### config.mk
export PLATFORM = sky130hd
export DESIGN_NAME = pco_output_logic
export DESIGN_NICKNAME = d
export VERILOG_FILES = /design/src/pco_pkg.sv /design/src/pco_on_counter.sv /design/src/pco_output_logic.sv
export SDC_FILE = /design/constraint.sdc
export NUM_CORES = 1
export LEC_CHECK = 0
export BUFFER_PORTS_ARGS = -buffer_cell sky130_fd_sc_hd__clkbuf_2
export CORE_MARGIN = 2
export CORE_UTILIZATION = 53
export CTS_CLUSTER_DIAMETER = 120
export DETAILED_ROUTE_END_ITERATION = 6
export PLACE_DENSITY = 0.85
export SLEW_MARGIN = 15
export SYNTH_ARGS = -nofsm -noshare
export SYNTH_HDL_FRONTEND = slang
export SYNTH_SLANG_ARGS = --single-unit
### constraint.sdc
create_clock -name CLK_SYS -period 4.5 [get_ports CLK_SYS]
set_input_delay 0.9 -clock CLK_SYS [delete_from_list [all_inputs] [get_ports CLK_SYS]]
set_output_delay 0.9 -clock CLK_SYS [all_outputs]
set_load 0.01 [all_outputs]
### src/pco_pkg.sv
package pco_pkg;

   localparam int VAL_W    = 21;
   localparam int ACT_W    = 24;
   localparam int THR_W    = 14;
   localparam int LIM_W    = 20;
   localparam int COLOUR_W = 4;

   localparam logic [LIM_W-1:0] LIMIT_MIN   = 20'h00001;
   localparam logic [LIM_W-1:0] LIMIT_MAX4  = 20'h0270F;
   localparam logic [LIM_W-1:0] LIMIT_MAX6  = 20'hF423F;
   localparam logic [THR_W-1:0] ALARM_MAX   = 14'h270F;
   localparam logic [ACT_W-1:0] ON_UNIT     = 24'h0003E8;
   localparam logic [ACT_W-1:0] ACT_MAX     = 24'hFFFFFF;

   typedef enum logic [2:0]
   {
      CFG_ONE_STAGE,
      CFG_TWO_STAGE,
      CFG_TOTAL,
      CFG_BATCH,
      CFG_DUAL,
      CFG_TWIN
   } pco_cfg_e;

   typedef enum logic [3:0]
   {
      COL_RED,
      COL_GREEN,
      COL_ORANGE,
      COL_RED_GREEN,
      COL_GREEN_RED,
      COL_RED_ORANGE,
      COL_ORANGE_RED,
      COL_GREEN_ORANGE,
      COL_ORANGE_GREEN
   } pco_colour_sel_e;

   typedef enum logic [1:0]
   {
      LAMP_RED,
      LAMP_GREEN,
      LAMP_ORANGE
   } pco_lamp_e;

   typedef struct packed
   {
      logic signed [VAL_W-1:0] first_threshold;
      logic signed [VAL_W-1:0] second_threshold;
      logic [VAL_W-1:0]        forecast_dev;
      logic [VAL_W-1:0]        batch_threshold;
      logic signed [VAL_W-1:0] dual_threshold;
   } pco_setvals_s;

   typedef struct packed
   {
      logic [LIM_W-1:0] set_limit;
      logic [LIM_W-1:0] forecast_limit;
      logic [LIM_W-1:0] batch_limit;
   } pco_limits_s;

endpackage

### src/pco_on_counter.sv
`timescale 1ns/1ps
// Counts rising edges of one output, reports thousands and raises an alarm.
module pco_on_counter
(
   input  wire logic                         clk,       // System clock.
   input  wire logic                         rst_n,     // Async reset, active low.
   input  wire logic                         out_level, // Output being counted.
   input  wire logic [pco_pkg::THR_W-1:0]    alarm_thr, // Alarm threshold in thousands.
   output logic      [pco_pkg::THR_W-1:0]    monitor,   // Count divided by one thousand.
   output logic                              alarm      // Threshold exceeded.
);

   logic                        prev_r;
   logic [pco_pkg::ACT_W-1:0]   unit_r;
   logic [pco_pkg::THR_W-1:0]   kilo_r;

   always_ff @(posedge clk or negedge rst_n)
   begin
      if (!rst_n)
         prev_r <= 1'b0;
      else
         prev_r <= out_level;
   end

   // Units roll over into thousands so no divider is needed; the thousand count saturates.
   always_ff @(posedge clk or negedge rst_n)
   begin
      if (!rst_n)
      begin
         unit_r <= '0;
         kilo_r <= '0;
      end
      else if (out_level && !prev_r)
      begin
         if (unit_r == pco_pkg::ON_UNIT - 24'h000001)
         begin
            unit_r <= '0;
            if (kilo_r != {pco_pkg::THR_W{1'b1}})
               kilo_r <= kilo_r + 14'h0001;
         end
         else
            unit_r <= unit_r + 24'h000001;
      end
   end

   assign monitor = kilo_r;

   // Exceeding means more than thr*1000 activations, i.e. kilo above thr or equal with units.
   assign alarm = (alarm_thr != '0) &&
                  ((kilo_r > alarm_thr) || ((kilo_r == alarm_thr) && (unit_r != '0)));

endmodule

### src/pco_output_logic.sv
`timescale 1ns/1ps
module pco_output_logic
(
   input  wire logic                              CLK_SYS,         // System clock, 50 MHz.
   input  wire logic                              RST_N,           // Async reset, active low.
   input  wire pco_pkg::pco_cfg_e                 CFG,             // Counter configuration.
   input  wire logic                              SIX_DIGIT,       // Six-digit variant.
   input  wire logic                              FORECAST_SEL,    // First threshold is deviation.
   input  wire logic                              ALLOC_SWAP,      // Swap physical outputs.
   input  wire logic                              DUAL_SUB,        // Dual subtraction mode.
   input  wire logic                              HOLD_MODE,       // Self-holding output mode.
   input  wire pco_pkg::pco_colour_sel_e          COLOUR_SEL,      // Display colour setting.
   input  wire logic signed [pco_pkg::VAL_W-1:0]  COUNT_A,         // Present value of input A.
   input  wire logic signed [pco_pkg::VAL_W-1:0]  COUNT_B,         // Present value of input B.
   input  wire logic                              RESET_A,         // Reset one, from pin.
   input  wire logic                              RESET_B,         // Reset two, from pin.
   input  wire logic                              BATCH_RESET,     // Batch reset, from pin.
   input  wire pco_pkg::pco_limits_s              LIMITS_IN,       // Limit settings.
   input  wire logic                              LIMITS_WR,       // Store limits.
   input  wire pco_pkg::pco_setvals_s             SETVALS_IN,      // Set value entry.
   input  wire logic                              SETVALS_WR,      // Enter set values.
   input  wire logic [pco_pkg::THR_W-1:0]         ALARM_THR_CTRL,  // Control output alarm.
   input  wire logic [pco_pkg::THR_W-1:0]         ALARM_THR_1,     // First output alarm.
   input  wire logic [pco_pkg::THR_W-1:0]         ALARM_THR_2,     // Second output alarm.
   output logic                                   TRANSISTOR_OUT,  // Transistor output.
   output logic                                   CONTACT_OUT,     // Contact output.
   output pco_pkg::pco_lamp_e                     DISPLAY_COLOUR,  // Present value colour.
   output logic                                   SET_REFUSED,     // Last entry was refused.
   output logic [pco_pkg::VAL_W-1:0]              BATCH_COUNT,     // Batch completions.
   output logic signed [pco_pkg::VAL_W-1:0]       DUAL_VALUE,      // Dual count value.
   output logic [pco_pkg::THR_W-1:0]              MONITOR_CTRL,    // Control count, thousands.
   output logic [pco_pkg::THR_W-1:0]              MONITOR_1,       // First output, thousands.
   output logic [pco_pkg::THR_W-1:0]              MONITOR_2,       // Second output, thousands.
   output logic                                   ON_ALARM         // Activation alarm.
);

   logic [2:0]                    rst_a_s_r;
   logic [2:0]                    rst_b_s_r;
   logic [1:0]                    brst_s_r;
   pco_pkg::pco_limits_s          limits_r;
   pco_pkg::pco_setvals_s         sv_r;
   logic                          refused_r;
   logic                          first_output_r;
   logic                          second_output_r;
   logic                          hit1;
   logic                          hit2;
   logic                          done_prev_r;
   logic [pco_pkg::VAL_W-1:0]     batch_r;
   logic                          batch_out_r;
   logic signed [pco_pkg::VAL_W-1:0] dual_nxt;
   logic signed [pco_pkg::VAL_W-1:0] fc_point;
   logic [pco_pkg::LIM_W-1:0]     lim_max;
   logic                          colour_on;
   pco_pkg::pco_lamp_e            colour_nxt;
   logic [pco_pkg::THR_W-1:0]     mon_c;
   logic [pco_pkg::THR_W-1:0]     mon_1;
   logic [pco_pkg::THR_W-1:0]     mon_2;
   logic                          al_c;
   logic                          al_1;
   logic                          al_2;
   logic                          two_out;
   logic                          ctrl_level;

   // Pins are asynchronous; bit 0 is the first synchroniser stage, bit 2 a delayed copy.
   always_ff @(posedge CLK_SYS or negedge RST_N)
   begin
      if (!RST_N)
      begin
         rst_a_s_r <= '0;
         rst_b_s_r <= '0;
         brst_s_r  <= '0;
      end
      else
      begin
         rst_a_s_r <= {rst_a_s_r[1:0], RESET_A};
         rst_b_s_r <= {rst_b_s_r[1:0], RESET_B};
         brst_s_r  <= {brst_s_r[0], BATCH_RESET};
      end
   end

   assign lim_max = SIX_DIGIT ? pco_pkg::LIMIT_MAX6 : pco_pkg::LIMIT_MAX4;

   // Limits outside the variant range are clamped rather than refused.
   function automatic logic [pco_pkg::LIM_W-1:0] clamp_lim
   (
      input logic [pco_pkg::LIM_W-1:0] v,
      input logic [pco_pkg::LIM_W-1:0] mx
   );
      if (v < pco_pkg::LIMIT_MIN)
         return pco_pkg::LIMIT_MIN;
      else if (v > mx)
         return mx;
      else
         return v;
   endfunction

   always_ff @(posedge CLK_SYS or negedge RST_N)
   begin
      if (!RST_N)
      begin
         limits_r.set_limit      <= pco_pkg::LIMIT_MAX6;
         limits_r.forecast_limit <= pco_pkg::LIMIT_MAX6;
         limits_r.batch_limit    <= pco_pkg::LIMIT_MAX6;
      end
      else if (LIMITS_WR)
      begin
         limits_r.set_limit      <= clamp_lim(LIMITS_IN.set_limit, lim_max);
         limits_r.forecast_limit <= clamp_lim(LIMITS_IN.forecast_limit, lim_max);
         limits_r.batch_limit    <= clamp_lim(LIMITS_IN.batch_limit, lim_max);
      end
   end

   // A whole entry is refused when any field breaks its limit, so values never mix.
   logic entry_bad;
   always_comb
   begin
      entry_bad = 1'b0;
      if ((SETVALS_IN.first_threshold > $signed({1'b0, limits_r.set_limit})) ||
          (SETVALS_IN.second_threshold > $signed({1'b0, limits_r.set_limit})) ||
          (SETVALS_IN.dual_threshold > $signed({1'b0, limits_r.set_limit})))
         entry_bad = 1'b1;
      if (SETVALS_IN.forecast_dev > {1'b0, limits_r.forecast_limit})
         entry_bad = 1'b1;
      if (SETVALS_IN.batch_threshold > {1'b0, limits_r.batch_limit})
         entry_bad = 1'b1;
   end

   always_ff @(posedge CLK_SYS or negedge RST_N)
   begin
      if (!RST_N)
      begin
         sv_r      <= '0;
         refused_r <= 1'b0;
      end
      else if (SETVALS_WR)
      begin
         refused_r <= entry_bad;
         if (!entry_bad)
            sv_r <= SETVALS_IN;
      end
   end

   assign dual_nxt = DUAL_SUB ? (COUNT_A - COUNT_B) : (COUNT_A + COUNT_B);
   assign fc_point = sv_r.second_threshold - $signed(sv_r.forecast_dev);

   // Comparisons are combinational and registered twice, in the stage and at the pin, giving two cycles of latency, three in dual.
   always_comb
   begin
      hit1 = 1'b0;
      hit2 = 1'b0;
      case (CFG)
         pco_pkg::CFG_TWO_STAGE:
         begin
            if (FORECAST_SEL)
            begin
               if ($signed(sv_r.forecast_dev) >= sv_r.second_threshold)
                  hit1 = 1'b1;
               else
                  hit1 = (COUNT_A >= fc_point);
            end
            else
               hit1 = (COUNT_A >= sv_r.first_threshold);
            hit2 = (COUNT_A >= sv_r.second_threshold);
         end
         pco_pkg::CFG_DUAL:
         begin
            hit1 = (DUAL_VALUE >= sv_r.dual_threshold);
            hit2 = hit1;
         end
         pco_pkg::CFG_TWIN:
         begin
            hit1 = (COUNT_A >= sv_r.first_threshold);
            hit2 = (COUNT_B >= sv_r.second_threshold);
         end
         pco_pkg::CFG_ONE_STAGE, pco_pkg::CFG_TOTAL, pco_pkg::CFG_BATCH:
         begin
            hit1 = (COUNT_A >= sv_r.first_threshold);
            hit2 = hit1;
         end
         default:
         begin
            hit1 = 1'b0;
            hit2 = 1'b0;
         end
      endcase
   end

   always_ff @(posedge CLK_SYS or negedge RST_N)
   begin
      if (!RST_N)
         DUAL_VALUE <= '0;
      else
         DUAL_VALUE <= dual_nxt;
   end

   // Second stage; in twin it follows only reset two.
   always_ff @(posedge CLK_SYS or negedge RST_N)
   begin
      if (!RST_N)
         second_output_r <= 1'b0;
      else if ((CFG == pco_pkg::CFG_TWIN) ? rst_b_s_r[1] : rst_a_s_r[1])
         second_output_r <= 1'b0;
      else if (HOLD_MODE)
         second_output_r <= second_output_r | hit2;
      else
         second_output_r <= hit2;
   end

   // First stage; batch configuration turns it into the batch output.
   always_ff @(posedge CLK_SYS or negedge RST_N)
   begin
      if (!RST_N)
         first_output_r <= 1'b0;
      else if (CFG == pco_pkg::CFG_BATCH)
         first_output_r <= batch_out_r;
      else if (rst_a_s_r[1])
         first_output_r <= 1'b0;
      else if (HOLD_MODE)
         first_output_r <= first_output_r | hit1;
      else
         first_output_r <= hit1;
   end

   // Completion is the rising edge of the main compare.
   always_ff @(posedge CLK_SYS or negedge RST_N)
   begin
      if (!RST_N)
         done_prev_r <= 1'b0;
      else
         done_prev_r <= hit2;
   end

   // Batch output holds once set; a zero threshold never sets it.
   always_ff @(posedge CLK_SYS or negedge RST_N)
   begin
      if (!RST_N)
      begin
         batch_r     <= '0;
         batch_out_r <= 1'b0;
      end
      else if (brst_s_r[1])
      begin
         batch_r     <= '0;
         batch_out_r <= 1'b0;
      end
      else
      begin
         if (CFG == pco_pkg::CFG_BATCH && hit2 && !done_prev_r && !rst_a_s_r[2])
            batch_r <= batch_r + 21'h000001;
         if ((sv_r.batch_threshold != '0) && (batch_r >= sv_r.batch_threshold))
            batch_out_r <= 1'b1;
      end
   end

   assign two_out = (CFG == pco_pkg::CFG_TWO_STAGE);

   always_comb
   begin
      if (CFG == pco_pkg::CFG_TWIN)
         colour_on = first_output_r | second_output_r;
      else if (two_out)
         colour_on = second_output_r;
      else
         colour_on = first_output_r;
   end

   always_comb
   begin
      case (COLOUR_SEL)
         pco_pkg::COL_RED:          colour_nxt = pco_pkg::LAMP_RED;
         pco_pkg::COL_GREEN:        colour_nxt = pco_pkg::LAMP_GREEN;
         pco_pkg::COL_ORANGE:       colour_nxt = pco_pkg::LAMP_ORANGE;
         pco_pkg::COL_RED_GREEN:
            colour_nxt = colour_on ? pco_pkg::LAMP_GREEN : pco_pkg::LAMP_RED;
         pco_pkg::COL_GREEN_RED:
            colour_nxt = colour_on ? pco_pkg::LAMP_RED : pco_pkg::LAMP_GREEN;
         pco_pkg::COL_RED_ORANGE:
            colour_nxt = colour_on ? pco_pkg::LAMP_ORANGE : pco_pkg::LAMP_RED;
         pco_pkg::COL_ORANGE_RED:
            colour_nxt = colour_on ? pco_pkg::LAMP_RED : pco_pkg::LAMP_ORANGE;
         pco_pkg::COL_GREEN_ORANGE:
            colour_nxt = colour_on ? pco_pkg::LAMP_ORANGE : pco_pkg::LAMP_GREEN;
         pco_pkg::COL_ORANGE_GREEN:
            colour_nxt = colour_on ? pco_pkg::LAMP_GREEN : pco_pkg::LAMP_ORANGE;
         default:                   colour_nxt = pco_pkg::LAMP_RED;
      endcase
   end

   always_ff @(posedge CLK_SYS or negedge RST_N)
   begin
      if (!RST_N)
      begin
         TRANSISTOR_OUT <= 1'b0;
         CONTACT_OUT    <= 1'b0;
         DISPLAY_COLOUR <= pco_pkg::LAMP_RED;
      end
      else
      begin
         TRANSISTOR_OUT <= ALLOC_SWAP ? second_output_r : first_output_r;
         CONTACT_OUT    <= ALLOC_SWAP ? first_output_r : second_output_r;
         DISPLAY_COLOUR <= colour_nxt;
      end
   end

   assign ctrl_level = first_output_r | second_output_r;

   pco_on_counter u_cnt_ctrl
   (
      .clk       (CLK_SYS),
      .rst_n     (RST_N),
      .out_level (ctrl_level),                                                     
      .alarm_thr (ALARM_THR_CTRL),
      .monitor   (mon_c),
      .alarm     (al_c)
   );

   pco_on_counter u_cnt_1
   (
      .clk       (CLK_SYS),
      .rst_n     (RST_N),
      .out_level (first_output_r),
      .alarm_thr (ALARM_THR_1),
      .monitor   (mon_1),
      .alarm     (al_1)
   );

   pco_on_counter u_cnt_2
   (
      .clk       (CLK_SYS),
      .rst_n     (RST_N),
      .out_level (second_output_r),
      .alarm_thr (ALARM_THR_2),
      .monitor   (mon_2),
      .alarm     (al_2)
   );

   // Thresholds above the settable range are ignored as if zero.
   always_ff @(posedge CLK_SYS or negedge RST_N)
   begin
      if (!RST_N)
      begin
         MONITOR_CTRL <= '0;
         MONITOR_1    <= '0;
         MONITOR_2    <= '0;
         ON_ALARM     <= 1'b0;
         SET_REFUSED  <= 1'b0;
         BATCH_COUNT  <= '0;
      end
      else
      begin
         MONITOR_CTRL <= mon_c;
         MONITOR_1    <= mon_1;
         MONITOR_2    <= mon_2;
         ON_ALARM     <= (al_c && ALARM_THR_CTRL <= pco_pkg::ALARM_MAX) ||
                         (two_out && ((al_1 && ALARM_THR_1 <= pco_pkg::ALARM_MAX) ||
                                      (al_2 && ALARM_THR_2 <= pco_pkg::ALARM_MAX)));
         SET_REFUSED  <= refused_r;
         BATCH_COUNT  <= batch_r;
      end
   end

endmodule

Word level (Yosys, flattened, before mapping)
Index checks and enable logic that the tools add are counted.
- bits in registers: 405
- bits of input ports: 268
- output and inout bits: 90
- order comparisons: 24
- equal/unequal tests: 22
- muxes and demuxes: 39
- reductions and logical operators: 45
- bitwise gates (word level): 4
- $add $sub $neg: 10
- operators by type and width (kind ; count):
    $ge 21x21->1 ; 7
    $mux 20 ; 7
    $add 24x1->24 const B ; 3
    $eq 24x10->1 const B ; 3
    $mux 24 ; 3
    $reduce_bool 24->1 ; 3
    $gt 21x21->1 ; 3
    $mux 21 ; 3
    $gt 20x20->1 ; 3
    $lt 20x1->1 const B ; 3
    $add 14x1->14 const B ; 3
    $eq 14x14->1 ; 3
    $gt 14x14->1 ; 3
    $gt 21x20->1 ; 2
    $le 14x14->1 const B ; 3
    $ne 14x14->1 const B ; 3
    $reduce_bool 14->1 ; 3
    $sub 21x21->21 ; 2
    $add 21x1->21 const B ; 1
    $add 21x21->21 ; 1
    $reduce_bool 21->1 ; 1
    $mux 1 ; 19
    $logic_and 1x1->1 ; 17
    $eq 4x3->1 const B ; 4
    other kinds (20) ; 41

Depth between registers and ports, before layout
Gate-level depths: netlist (run 1).
- depth after elaboration: 9
- gate-level depth with buffers: 21
- mapped depth without buffers: 21

Hierarchy
Synthesis (run 1) repeated with hierarchy kept, for this count alone.
- cell total of the unflattened synthesis: 2566
- area, all modules: 25988.7 µm²
- modules (own cells, without submodules) (module ; area each (µm²) ; cells an instance ; seq. area each (µm²) ; instances):
    pco_output_logic ; 19025.7 ; 1873 ; 7252.0 ; 1
    pco_on_counter ; 2321.0 ; 231 ; 975.9 ; 3

Worst setup path before layout (run 1)
Ideal clock, no wire load.
- path kind: register -> register
- from: reg sv_r[63] (netlist bit)
- to: reg first_output_r
- arrival: 4.343 ns
- path slack: 0.023 ns
- stages on the path, launching flop included: 22
- data required time: 4.366 ns
- clock period less this slack: 4.477 ns
- cell sequence: dfrtp_1 -> inv_1 -> ha_1 -> inv_1 -> fa_1 -> a21o_1 -> a21oi_1 -> o21bai_1 -> a21oi_1 -> o21ai_0 -> a31oi_1 -> xor2_1 -> ha_1 -> a21o_1 -> a21o_1 -> a21oi_1 -> o21ai_0 -> a221o_1 -> a221oi_1 -> mux2_2 -> o311ai_0 -> a31oi_1
- word-level cells in the longest chain between the ends: 9
- elaborated cells between the ends (all ways): 10
- those cells by class: 1 x add/sub; 2 x order compare; 6 x mux; 1 x bitwise
- RTL lines (item ; RTL line ; RTL):
    from (decl) ; pco_output_logic.sv:41 ; pco_pkg::pco_setvals_s sv_r;
    from (signal assigned) ; pco_output_logic.sv:132 ; sv_r <= '0;
    from (signal assigned) ; pco_output_logic.sv:139 ; sv_r <= SETVALS_IN;
    $sub 21x21->21 ; pco_output_logic.sv:144 ; assign fc_point = sv_r.second_threshold - $signed(sv_r.forecast_dev);
    $ge 21x21->1 ; pco_output_logic.sv:159 ; hit1 = (COUNT_A >= fc_point);
    $mux 1 * ; pco_output_logic.sv:156 ; if ($signed(sv_r.forecast_dev) >= sv_r.second_threshold)
    $mux 1 * ; pco_output_logic.sv:154 ; if (FORECAST_SEL)
    $pmux 1 s3 * ; pco_output_logic.sv:151 ; case (CFG)
    $or 1x1->1 ; pco_output_logic.sv:219 ; first_output_r <= first_output_r | hit1;
    $mux 1 * ; pco_output_logic.sv:218 ; else if (HOLD_MODE)
    $mux 1 * ; pco_output_logic.sv:216 ; else if (rst_a_s_r[1])
    $mux 1 * ; pco_output_logic.sv:214 ; else if (CFG == pco_pkg::CFG_BATCH)
    to (signal assigned) ; pco_output_logic.sv:215 ; first_output_r <= batch_out_r;
    to (signal assigned) ; pco_output_logic.sv:219 ;
    to (signal assigned) ; pco_output_logic.sv:221 ; first_output_r <= hit1;
    to (decl) ; pco_output_logic.sv:43 ; logic first_output_r;
Mark *: on every way between the ends. The rest lies on a longest branch, timed or not.
A chain may end at the register's enable or synchronous reset.

Final worst setup path (run 1)
Same ends and word-level chain as after synthesis.

==> flow_summary.ini, run 1 <==
[placed_design]
gp_congestion = 0.994
dp_hpwl_um = 59300
placed_cells = 3487
place_area_mm2 = 0.0282
port_buffers = 357

[sta]
slew_viol_final = 0
setup_viol = 0
finalCritPeriodShare_pct = 95.8
tightest_slew_ns = 1.00
fin_setup_tns_ns = 0
period_minus_slack_ns = 4.31
max_freq_ghz = 0.232
fin_worst_skew_ns = 0.0227
slew_headroom_pct = 32.9
hold_viol_final = 0

[hold_path]
holdPathEnd = rst_b_s_r[1]$_DFF_PN0_
min-delay-start = rst_b_s_r[0]$_DFF_PN0_
min_path_cells = 0
hp-class = reg -> reg

[power]
clkPwrFrac_pct = 25.0
finalPower_mw = 15.3
internal_power_mw = 9.63
ir_drop_v = 0.000272
switchingPower_mw = 5.63
p_per_area_mw_per_mm2 = 510
power_frac_comb_pct = 42.9
p_seq_share_pct = 32.1
swShare_pct = 36.9
p_leak_nw = 15.2

[finish]
nets = 3546
stdcell_count = 3581
fin_util_pct = 63.0
syn_to_final_growth_pct = 17.5
drive_gt1_share_pct = 21.9
final_area_mm2 = 0.0299

[routing]
drcViolationCount = 0
antenna_left = 0
via_count = 21400
vias_per_cell = 5.96
firstDrtPassIters = 6
wl_per_cell_um = 20.6
drt_wl_total_um = 73900
first_iter_violations = 1589

[critical_path]
ff2ff_setup_slack_ns = 0.19
path_max_fanout = 2
cpMaxStageDelayCell = dfrtp_1
cpLargestDelayFamily = compound AO/OA/AOI/OAI gates
crit_top_cell = a21o_1
endpoint_kind = flop
reg2reg_depth = 21
path_buf_inv = 2
critPathKind = reg -> reg
required_ns = 4.96
crit_chain = inv_2, ha_4, inv_2, fa_2, a21o_1, a21oi_2, o21bai_1, a21oi_2, o21ai_2, a31oi_2, xor2_1, ha_1, a21o_1, a21o_1, a21oi_1, o21ai_1, a221o_1, a221oi_2, mux2_4, o311ai_4, a31oi_1
cp-start-kind = flop
slowest_delay_ns = 0.39
crit_arrival_ns = 4.78
r2r-start = sv_r[63]$_DFFE_PN0P_
r2r-end = first_output_r$_DFF_PN0_

[floorplanning]
io_pins = 358
die_y_um = 223
num_rows = 80
die_w_um = 223
core_mm2 = 0.0475
dieArea_mm2 = 0.0498
start_util_pct = 53.6

[yosys]
yosysTopAreaCellShare_pct = 36.2
syn_nets = 3136
netlist_area_mm2 = 0.0255
synthArstFlopShare_pct = 100
synth_edf_count = 0
yosys-top-cells-area = dfrtp_1 36%, ha_1 17%, mux2_2 4.0%
ys_types = 91
synthFlopType = dfrtp_1
syn_inst = 2516
synth_top_area_cell = dfrtp_1
yosysWarnings = 0
yosys_register_bits = 405
syn_avg_cell_area_um2 = 10.1
synth-seq-area-share_pct = 40.0

[run]
maxCapViolCount = 0

[cts]
cts_tree = done
ctsRootBufferMaster = clkbuf_16
clkTransAtPathRegs_ns = 0.06
htreeDepth = 2
cts.sinks = 405
cts_buffers = 45
clkLatencyLatePin_ns = 0.60
cts_buffer_depth = 3

[global_routing]
grt_pass1_wl_um = 116000
grt_pass1_vias = 22000
grt_max_degree = 113
grt_antenna_before_repair = 10
grt_usage_pct = 29.4
grt_overflow = 0

[run_status]
status = completed
synthesized netlist by cell type, drive strengths merged, types with 59 or more instances:
master    n
a21o    107
a21oi   121
dfrtp   369
ha      350
inv     269
mux2    109
nand2   116
nand4    94
nor2    157
o21ai    74
xnor2    99
xor2     59
layer usage:
layer	GRT usage [%]	routed length (µm)
met1	35.8	29700
met2	51.1	36100
met3	6.16	4950
met4	11.9	3110
met5	0	90
through the flow:
| step | hold WS, ns | setup WS, ns |
|---|---|---|
| 3_5_place_dp | 0.336 | -0.268 |
| 2_1_floorplan | 0.331 | 0.0226 |
| 6_report | 0.348 | 0.189 |
| 5_1_grt | 0.367 | -0.00846 |
| 3_3_place_gp | 0.335 | -0.179 |
| 4_1_cts | 0.349 | 0.0191 |
how the worst max path moves through the flow:
stage | from | end | slack, ns | depth (start not counted)
after global placement | sv_r[63]$_DFFE_PN0P_ | first_output_r$_DFF_PN0_ | -0.18 | 21
after global routing | sv_r[63]$_DFFE_PN0P_ | first_output_r$_DFF_PN0_ | -0.008 | 21
after CTS | sv_r[63]$_DFFE_PN0P_ | first_output_r$_DFF_PN0_ | 0.02 | 21
final | sv_r[63]$_DFFE_PN0P_ | first_output_r$_DFF_PN0_ | 0.19 | 21
after floorplan | sv_r[63]$_DFFE_PN0P_ | first_output_r$_DFF_PN0_ | 0.02 | 21
after detailed placement | sv_r[63]$_DFFE_PN0P_ | first_output_r$_DFF_PN0_ | -0.27 | 21
registers in the layout, summed over array words and instances, names as in the netlist, 3 cells and up:
name,flops
sv_r,105
limits_r,60
u_cnt_1.unit_r,24
u_cnt_2.unit_r,24
u_cnt_ctrl.unit_r,24
BATCH_COUNT,21
DUAL_VALUE,21
batch_r,21
MONITOR_1,14
MONITOR_2,14
MONITOR_CTRL,14
u_cnt_1.monitor,14
u_cnt_2.monitor,14
u_cnt_ctrl.monitor,14
rst_a_s_r,3
power by group through the flow:
| stage | registers (mW) | logic [mW] | clock network [mW] |
|---|---|---|---|
| 2_1_floorplan | 4.78 | 4.22 | 0 |
| 3_3_place_gp | 4.90 | 5.75 | 0 |
| 3_5_place_dp | 4.96 | 6.06 | 0 |
| 4_1_cts | 4.89 | 6.20 | 3.88 |
| 5_1_grt | 4.98 | 7.26 | 4.03 |
| 6_report | 4.91 | 6.54 | 3.82 |
cell families (layout without fill, tap and decap cells):
logic type,Yosys count,after routing,share of synthesized area [%]
compound gates,505,505,13.5
buf+inv,304,750,4.66
flops,405,405,40.0
other cells,0,4,0
simple gates,678,678,14.0
fa+ha+maj,352,352,17.3
xor+xnor,158,158,5.43
mux,114,114,5.01
cells in the final DEF (no fill, tap or decap), types with 45 or more instances in the layout:
| cell | Yosys | final |
|---|---|---|
| xor2_1 | 59 | 59 |
| nor2_1 | 155 | 155 |
| nand4_1 | 93 | 93 |
| nor4_1 | 46 | 46 |
| xnor2_1 | 99 | 99 |
| clkbuf_2 | 0 | 356 |
| nand2_1 | 116 | 116 |
| inv_1 | 269 | 266 |
| ha_1 | 350 | 348 |
| o21ai_0 | 71 | 66 |
| a21o_1 | 106 | 106 |
| nand3_1 | 54 | 54 |
| dfrtp_1 | 369 | 369 |
| nor3_1 | 48 | 48 |
| mux2_2 | 91 | 90 |
| clkbuf_16 | 0 | 45 |
| a21oi_1 | 121 | 116 |
cell type report:
type	instances	area (µm²)
antenna	4	10.0
clock buffer	60	1250
clock inverter	23	294
fill	3712	17600
inverter	269	1010
multi-input combinational	1807	14200
sequential	405	10200
tap	615	769
timing repair buffer	398	2180
repair_timing:
item                                    CTS  global route
hold buffers                              0             0
setup buffers                             3             4
gates resized for setup                   7            23
endpoints found under the setup margin    1             1
pin swaps                                 7            30
Note: power is estimated with default switching activity, not from simulation.
==> run 2, diff against run 1 <==
--- a/config.mk
+++ b/config.mk
@@ -5,11 +5,11 @@
 export SDC_FILE = /design/constraint.sdc
 export NUM_CORES = 1
 export LEC_CHECK = 0
-export BUFFER_PORTS_ARGS = -buffer_cell sky130_fd_sc_hd__clkbuf_2
 export CORE_MARGIN = 2
-export CORE_UTILIZATION = 53
+export CORE_UTILIZATION = 59
 export CTS_CLUSTER_DIAMETER = 120
 export DETAILED_ROUTE_END_ITERATION = 6
+export DONT_BUFFER_PORTS = 1
 export PLACE_DENSITY = 0.85
 export SLEW_MARGIN = 15
 export SYNTH_ARGS = -nofsm -noshare
==> run 2 against run 1 <==
  * The flow now finishes with violations (slew limit)
  * Core utilization rose by 2.3 points
  * Clock-buffer cell count rose by 2
  * Critical path depth did not move
  * Largest power group unchanged
  * Highest routed layer is now met4
  * Power fell by 2.6%
  * Cell count fell by 11%
  * Final area fell by 6.5%
  * Combinational power fell by 9.3%
  * Critical path type unchanged
  * Fmax barely moved
  * Worst hold slack got worse by 0.30 ns
  * Sequential share of layout area rose by 2.4 points
==> flow_summary.ini, run 2 (synthesis gave the netlist of run 1 again) <==
[critical_path]
endpoint = first_output_r$_DFF_PN0_
crit_top_cell = a21o_1
r2r-end = first_output_r$_DFF_PN0_
path_max_fanout = 2
cp-startpoint = sv_r[63]$_DFFE_PN0P_
reg2reg_depth = 21
r2r-start = sv_r[63]$_DFFE_PN0P_
endpoint_kind = flop
required_ns = 4.95
crit_chain = inv_2, ha_2, inv_1, fa_2, a21o_1, a21oi_2, o21bai_1, a21oi_2, o21ai_2, a31oi_4, xor2_1, ha_1, a21o_1, a21o_1, a21oi_1, o21ai_1, a221o_1, a221oi_2, mux2_4, o311ai_2, a31oi_1
crit_arrival_ns = 4.76
cpMaxStageDelayCell = dfrtp_1
slowest_delay_ns = 0.40
cp-start-kind = flop
critPathKind = reg -> reg
ff2ff_setup_slack_ns = 0.19

[finish]
final_common_cell = dfrtp_1
fill_cells = 3345
stdcell_count = 3178
drive_gt1_share_pct = 10.6
multiInputGateArea_mm2 = 0.0142
seqCellArea_mm2 = 0.0102
nets = 3178
syn_to_final_growth_pct = 9.86
regMostFlops = sv_r
largest_register_ffs = 105
layout_common_cells = 369 x dfrtp_1, 349 x ha_1, 268 x inv_1
reg_top3 = sv_r x105, limits_r x60

[sta]
slew_viol_final = 74
period_minus_slack_ns = 4.31
hold_viol_final = 0
fin_worst_skew_ns = 0.0301
hold_ws_ns = 0.0433
tightest_slew_ns = 1.58
max_freq_ghz = 0.232
setup_viol = 0
finalCritPeriodShare_pct = 95.8
slew_headroom_pct = -5.05

[run]
maxCapViolCount = 0

[cts]
cts_buffers = 45
clkTransAtPathRegs_ns = 0.06
ctsRootBufferMaster = clkbuf_16
cts.sinks = 405
htreeDepth = 2
clkLatencyLatePin_ns = 0.58
cts_tree = done
cts_buffer_depth = 3
cts_hold_buf = 0

[floorplanning]
start_util_pct = 59.4
num_rows = 76
die_w_um = 212
die_y_um = 212
dieArea_mm2 = 0.0449
core_mm2 = 0.0429
io_pins = 358

[global_routing]
grt_antenna_before_repair = 2
grt_overflow = 0
grt_pass1_vias = 20400
grt_usage_pct = 31.4
grt_pass1_wl_um = 110000
grt_max_degree = 406

[routing]
drcViolationCount = 0
via_count = 19800
antenna_left = 0
drt_wl_total_um = 70900
wl_per_cell_um = 22.3
vias_per_cell = 6.23
firstDrtPassIters = 5
first_iter_violations = 1565

[power]
switchingPower_mw = 5.30
p_leak_nw = 13.7
internal_power_mw = 9.58
swShare_pct = 35.6
ir_drop_v = 0.000353
p_seq_share_pct = 33.6
p_per_area_mw_per_mm2 = 531
clkPwrFrac_pct = 26.5
power_frac_comb_pct = 39.9

[run_status]
violations = slew limit
status = finished, violations left

[hold_path]
hp-class = in -> async

[placed_design]
port_buffers = 0
dp_hpwl_um = 55900
placed_cells = 3091
gp_congestion = 0.946
## run 2: changes by cell type in the layout (fill, tap and decap cells not counted), moves of 4 or more
cell,delta
clkbuf_2,-356
buf_4,-7
buf_12,-4
clkbuf_8,+5
clkinv_2,-4
clkbuf_1,-4
## run 2: worst max-delay path: cells and delay by family (launching register included)
kind,cells,cell delay (ns)
AOI/OAI and AO/OA,14,2.41
muxes,1,0.33
xor gates and xnor gates,1,0.17
buffers and inverters,2,0.12
DFF,1,0.40
adders and majority gates,3,0.78
## run 2: power groups by stage
stage	registers, mW	clock network [mW]	logic (mW)
2_1_floorplan	4.78	0	4.22
3_3_place_gp	4.99	0	5.22
3_5_place_dp	5.04	0	5.56
4_1_cts	4.98	4.01	5.65
5_1_grt	5.07	4.17	6.57
6_report	4.99	3.95	5.93
## run 2: how the worst min path moves through the flow
stage,slack (ns),end,cells after the start
2_1_floorplan,0.33,brst_s_r[1]$_DFF_PN0_,0
3_3_place_gp,0.34,rst_b_s_r[1]$_DFF_PN0_,0
3_5_place_dp,0.34,rst_b_s_r[1]$_DFF_PN0_,0
4_1_cts,0.003,sv_r[13]$_DFFE_PN0P_,0
5_1_grt,0.02,MONITOR_CTRL[2]$_DFF_PN0_,0
6_report,0.04,MONITOR_CTRL[2]$_DFF_PN0_,0
## run 2: area by class of cell
class / count / share of cell area [%]
Multi-Input combinational cell: 1807 / 50.8
Sequential cell: 405 / 36.4
Clock buffer: 62 / 4.76
Inverter: 269 / 3.61
Tap cell: 585 / 2.62
Clock inverter: 18 / 0.979
Timing Repair Buffer: 30 / 0.894
Antenna cell: 2 / 0.0179
## run 2: repair_timing
action | in CTS | in global routing
resized for setup | 5 | 16
setup buffers | 0 | 5
hold endpoints to repair | 0 | 0
setup endpoints to repair | 1 | 1
pin swaps | 2 | 14
cloned | 0 | 0
## run 2: through the flow
| stage | util [%] | total power [mW] | setup WS, ns | TNS (ns) | cell area [µm²] |
|---|---|---|---|---|---|
| finish | 65.3 | 14.9 | 0.187 | 0 | 28000 |
| global route | 65.3 | 15.8 | -0.0213 | -0.0213 | 28000 |
| CTS | 65.0 | 14.6 | 0.00986 | 0 | 27900 |
| detailed placement | 61.2 | 10.6 | -0.260 | -0.260 | 26300 |
| global placement | 61.2 | 10.2 | -0.213 | -0.213 | 26300 |
| floorplan | - | 9.01 | 0.0226 | 0 | 25500 |
## run 2: metal layers
metal / global-route usage [%] / part of all wire, % / vias up / wire (µm)
li1: - / - / 9189 / -
met1: 36.4 / 39 / 9684 / 27300
met2: 54.1 / 48 / 753 / 34200
met3: 10.2 / 9.3 / 171 / 6620
met4: 12.0 / 3.9 / 0 / 2780
met5: 0 / 0 / - / 0
==> run 3, diff against run 2 <==
--- a/config.mk
+++ b/config.mk
@@ -6,11 +6,11 @@
 export NUM_CORES = 1
 export LEC_CHECK = 0
 export CORE_MARGIN = 2
-export CORE_UTILIZATION = 59
+export CORE_UTILIZATION = 40
 export CTS_CLUSTER_DIAMETER = 120
 export DETAILED_ROUTE_END_ITERATION = 6
 export DONT_BUFFER_PORTS = 1
-export PLACE_DENSITY = 0.85
+export PLACE_DENSITY = 0.63
 export SLEW_MARGIN = 15
 export SYNTH_ARGS = -nofsm -noshare
 export SYNTH_HDL_FRONTEND = slang
==> run 3 against run 2 <==
  * The flow now finishes without violations
  * Clock power is 11% higher
  * Wire length rose by 6.1%
  * Combinational power is essentially flat
  * Die area increased by 47%
  * Sequential share of layout area down 0.77 points
  * Sequential cell count is the same
  * Non-clock buffer count rose by 7
  * Setup slack worse by 0.021 ns
  * Critical path depth shrank 1
  * Critical endpoint unchanged
  * Largest power group unchanged
==> flow_summary.ini, run 3 (synthesis gave the netlist of run 1 again) <==
[finish]
drive_gt1_share_pct = 11.0
final_common_cell = dfrtp_1
syn_to_final_growth_pct = 12.2
fin_util_pct = 45.4
layout_common_cells = 369 x dfrtp_1, 350 x ha_1, 268 x inv_1
regMostFlops = sv_r
seqCellArea_mm2 = 0.0102
largest_register_ffs = 105
fill_cells = 5906
multiInputGateArea_mm2 = 0.0142
nets = 3188
reg_top3 = sv_r x105, limits_r x60

[global_routing]
grt_pass1_vias = 20000
grt_max_degree = 275
grt_pass1_wl_um = 116000
grt_antenna_before_repair = 2
grt_usage_pct = 22.5
grt_overflow = 0

[placed_design]
port_buffers = 0
dp_slack_ns = -0.281
dp_hpwl_um = 60200
gp_congestion = 0.939

[critical_path]
r2r-start = sv_r[43]$_DFFE_PN0P_
critPathKind = reg -> reg
crit_arrival_ns = 4.80
ff2ff_setup_slack_ns = 0.17
path_max_fanout = 3
cp-start-kind = flop
required_ns = 4.97
cpLargestDelayFamily = compound AO/OA/AOI/OAI gates
path_buf_inv = 2
endpoint_kind = flop
cpMaxStageDelayCell = dfrtp_1
r2r-end = first_output_r$_DFF_PN0_
crit_chain = inv_1, buf_4, ha_1, nor2b_1, o31a_1, o31ai_2, a21oi_1, o21bai_1, a31oi_1, a211o_1, a21oi_1, xor2_1, ha_1, and4_1, nand2_1, nor3b_2, a221oi_2, mux2_4, o311ai_4, a31oi_1
slowest_delay_ns = 0.34
reg2reg_depth = 20

[run]
maxCapViolCount = 0

[sta]
slew_headroom_pct = 33.1
final.setup.worst_slack_ns = 0.166
max_freq_ghz = 0.231
hold_ws_ns = 0.0605
rsz0062_at_grt = true
period_minus_slack_ns = 4.33
tightest_slew_ns = 1.00
hold_viol_final = 0
finalCritPeriodShare_pct = 96.3
slew_viol_final = 0
setup_viol = 0
fin_worst_skew_ns = 0.0267

[floorplanning]
core_mm2 = 0.0630
dieArea_mm2 = 0.0657
num_rows = 92
die_y_um = 256
die_w_um = 256
start_util_pct = 40.5
io_pins = 358

[power]
p_leak_nw = 13.8
p_per_area_mw_per_mm2 = 537
finalPower_mw = 15.3
ir_drop_v = 0.000337

[cts]
htreeDepth = 2
ctsRootBufferMaster = clkbuf_16
cts_tree = done
cts_buffers = 48
clkLatencyLatePin_ns = 0.60
clkTransAtPathRegs_ns = 0.06
cts_buffer_depth = 3
cts.sinks = 405

[hold_path]
hp-class = in -> async

[run_status]
status = completed

[routing]
first_iter_violations = 1063
drcViolationCount = 0
antenna_left = 0
firstDrtPassIters = 5
wl_per_cell_um = 21.8
drt_wl_total_um = 75200
via_count = 19400
vias_per_cell = 5.63
[run 3: final cells by class]
class,count,area share [%]
sequential,405,35.6
clock inverter,25,1.40
multi-input combinational,1807,49.7
antenna,1,0.00875
tap,846,3.70
clock buffer,64,4.91
inverter,269,3.53
timing repair buffer,37,1.15
[run 3: power breakdown]
part / total [mW] / switching [mW] / internal, mW
clock: 4.39 / 1.67 / 2.72
combinational: 5.96 / 3.12 / 2.84
sequential: 4.99 / 0.626 / 4.37
total: 15.3 / 5.41 / 9.93
[run 3: worst max-delay path by stage]
stage          cells after the start                 start                        to  slack [ns]
6_report                          20  sv_r[43]$_DFFE_PN0P_  first_output_r$_DFF_PN0_        0.17
5_1_grt                           21  sv_r[63]$_DFFE_PN0P_  first_output_r$_DFF_PN0_       -0.02
4_1_cts                           21  sv_r[63]$_DFFE_PN0P_  first_output_r$_DFF_PN0_        0.01
3_5_place_dp                      21  sv_r[63]$_DFFE_PN0P_  first_output_r$_DFF_PN0_       -0.28
3_3_place_gp                      21  sv_r[63]$_DFFE_PN0P_  first_output_r$_DFF_PN0_       -0.23
2_1_floorplan                     21  sv_r[63]$_DFFE_PN0P_  first_output_r$_DFF_PN0_        0.02
[run 3: timing repair]
| action | CTS | global route |
|---|---|---|
| hold endpoints to repair | 87 | 0 |
| setup buffers | 1 | 3 |
| setup endpoints to repair | 1 | 1 |
| gates resized for setup | 5 | 15 |
| hold buffers | 4 | 0 |
| pin swaps | 3 | 11 |
[run 3: metrics by stage]
step / cells / area (µm²) / setup TNS [ns]
final: 3454 / 28600 / 0
after global routing: 3453 / 28600 / -0.0202
after CTS: 3450 / 28500 / 0
after detailed placement: 3356 / 26600 / -0.281
after global placement: 3356 / 26600 / -0.228
after floorplan: 2516 / 25500 / 0
[run 3: layer usage]
metal | global-route usage [%] | vias up | wire length [µm]
li1 | - | 9218 | -
met1 | 27.3 | 9494 | 31300
met2 | 37.5 | 574 | 34900
met3 | 7.02 | 148 | 5980
met4 | 8.43 | 2 | 2960
met5 | 0 | - | 13
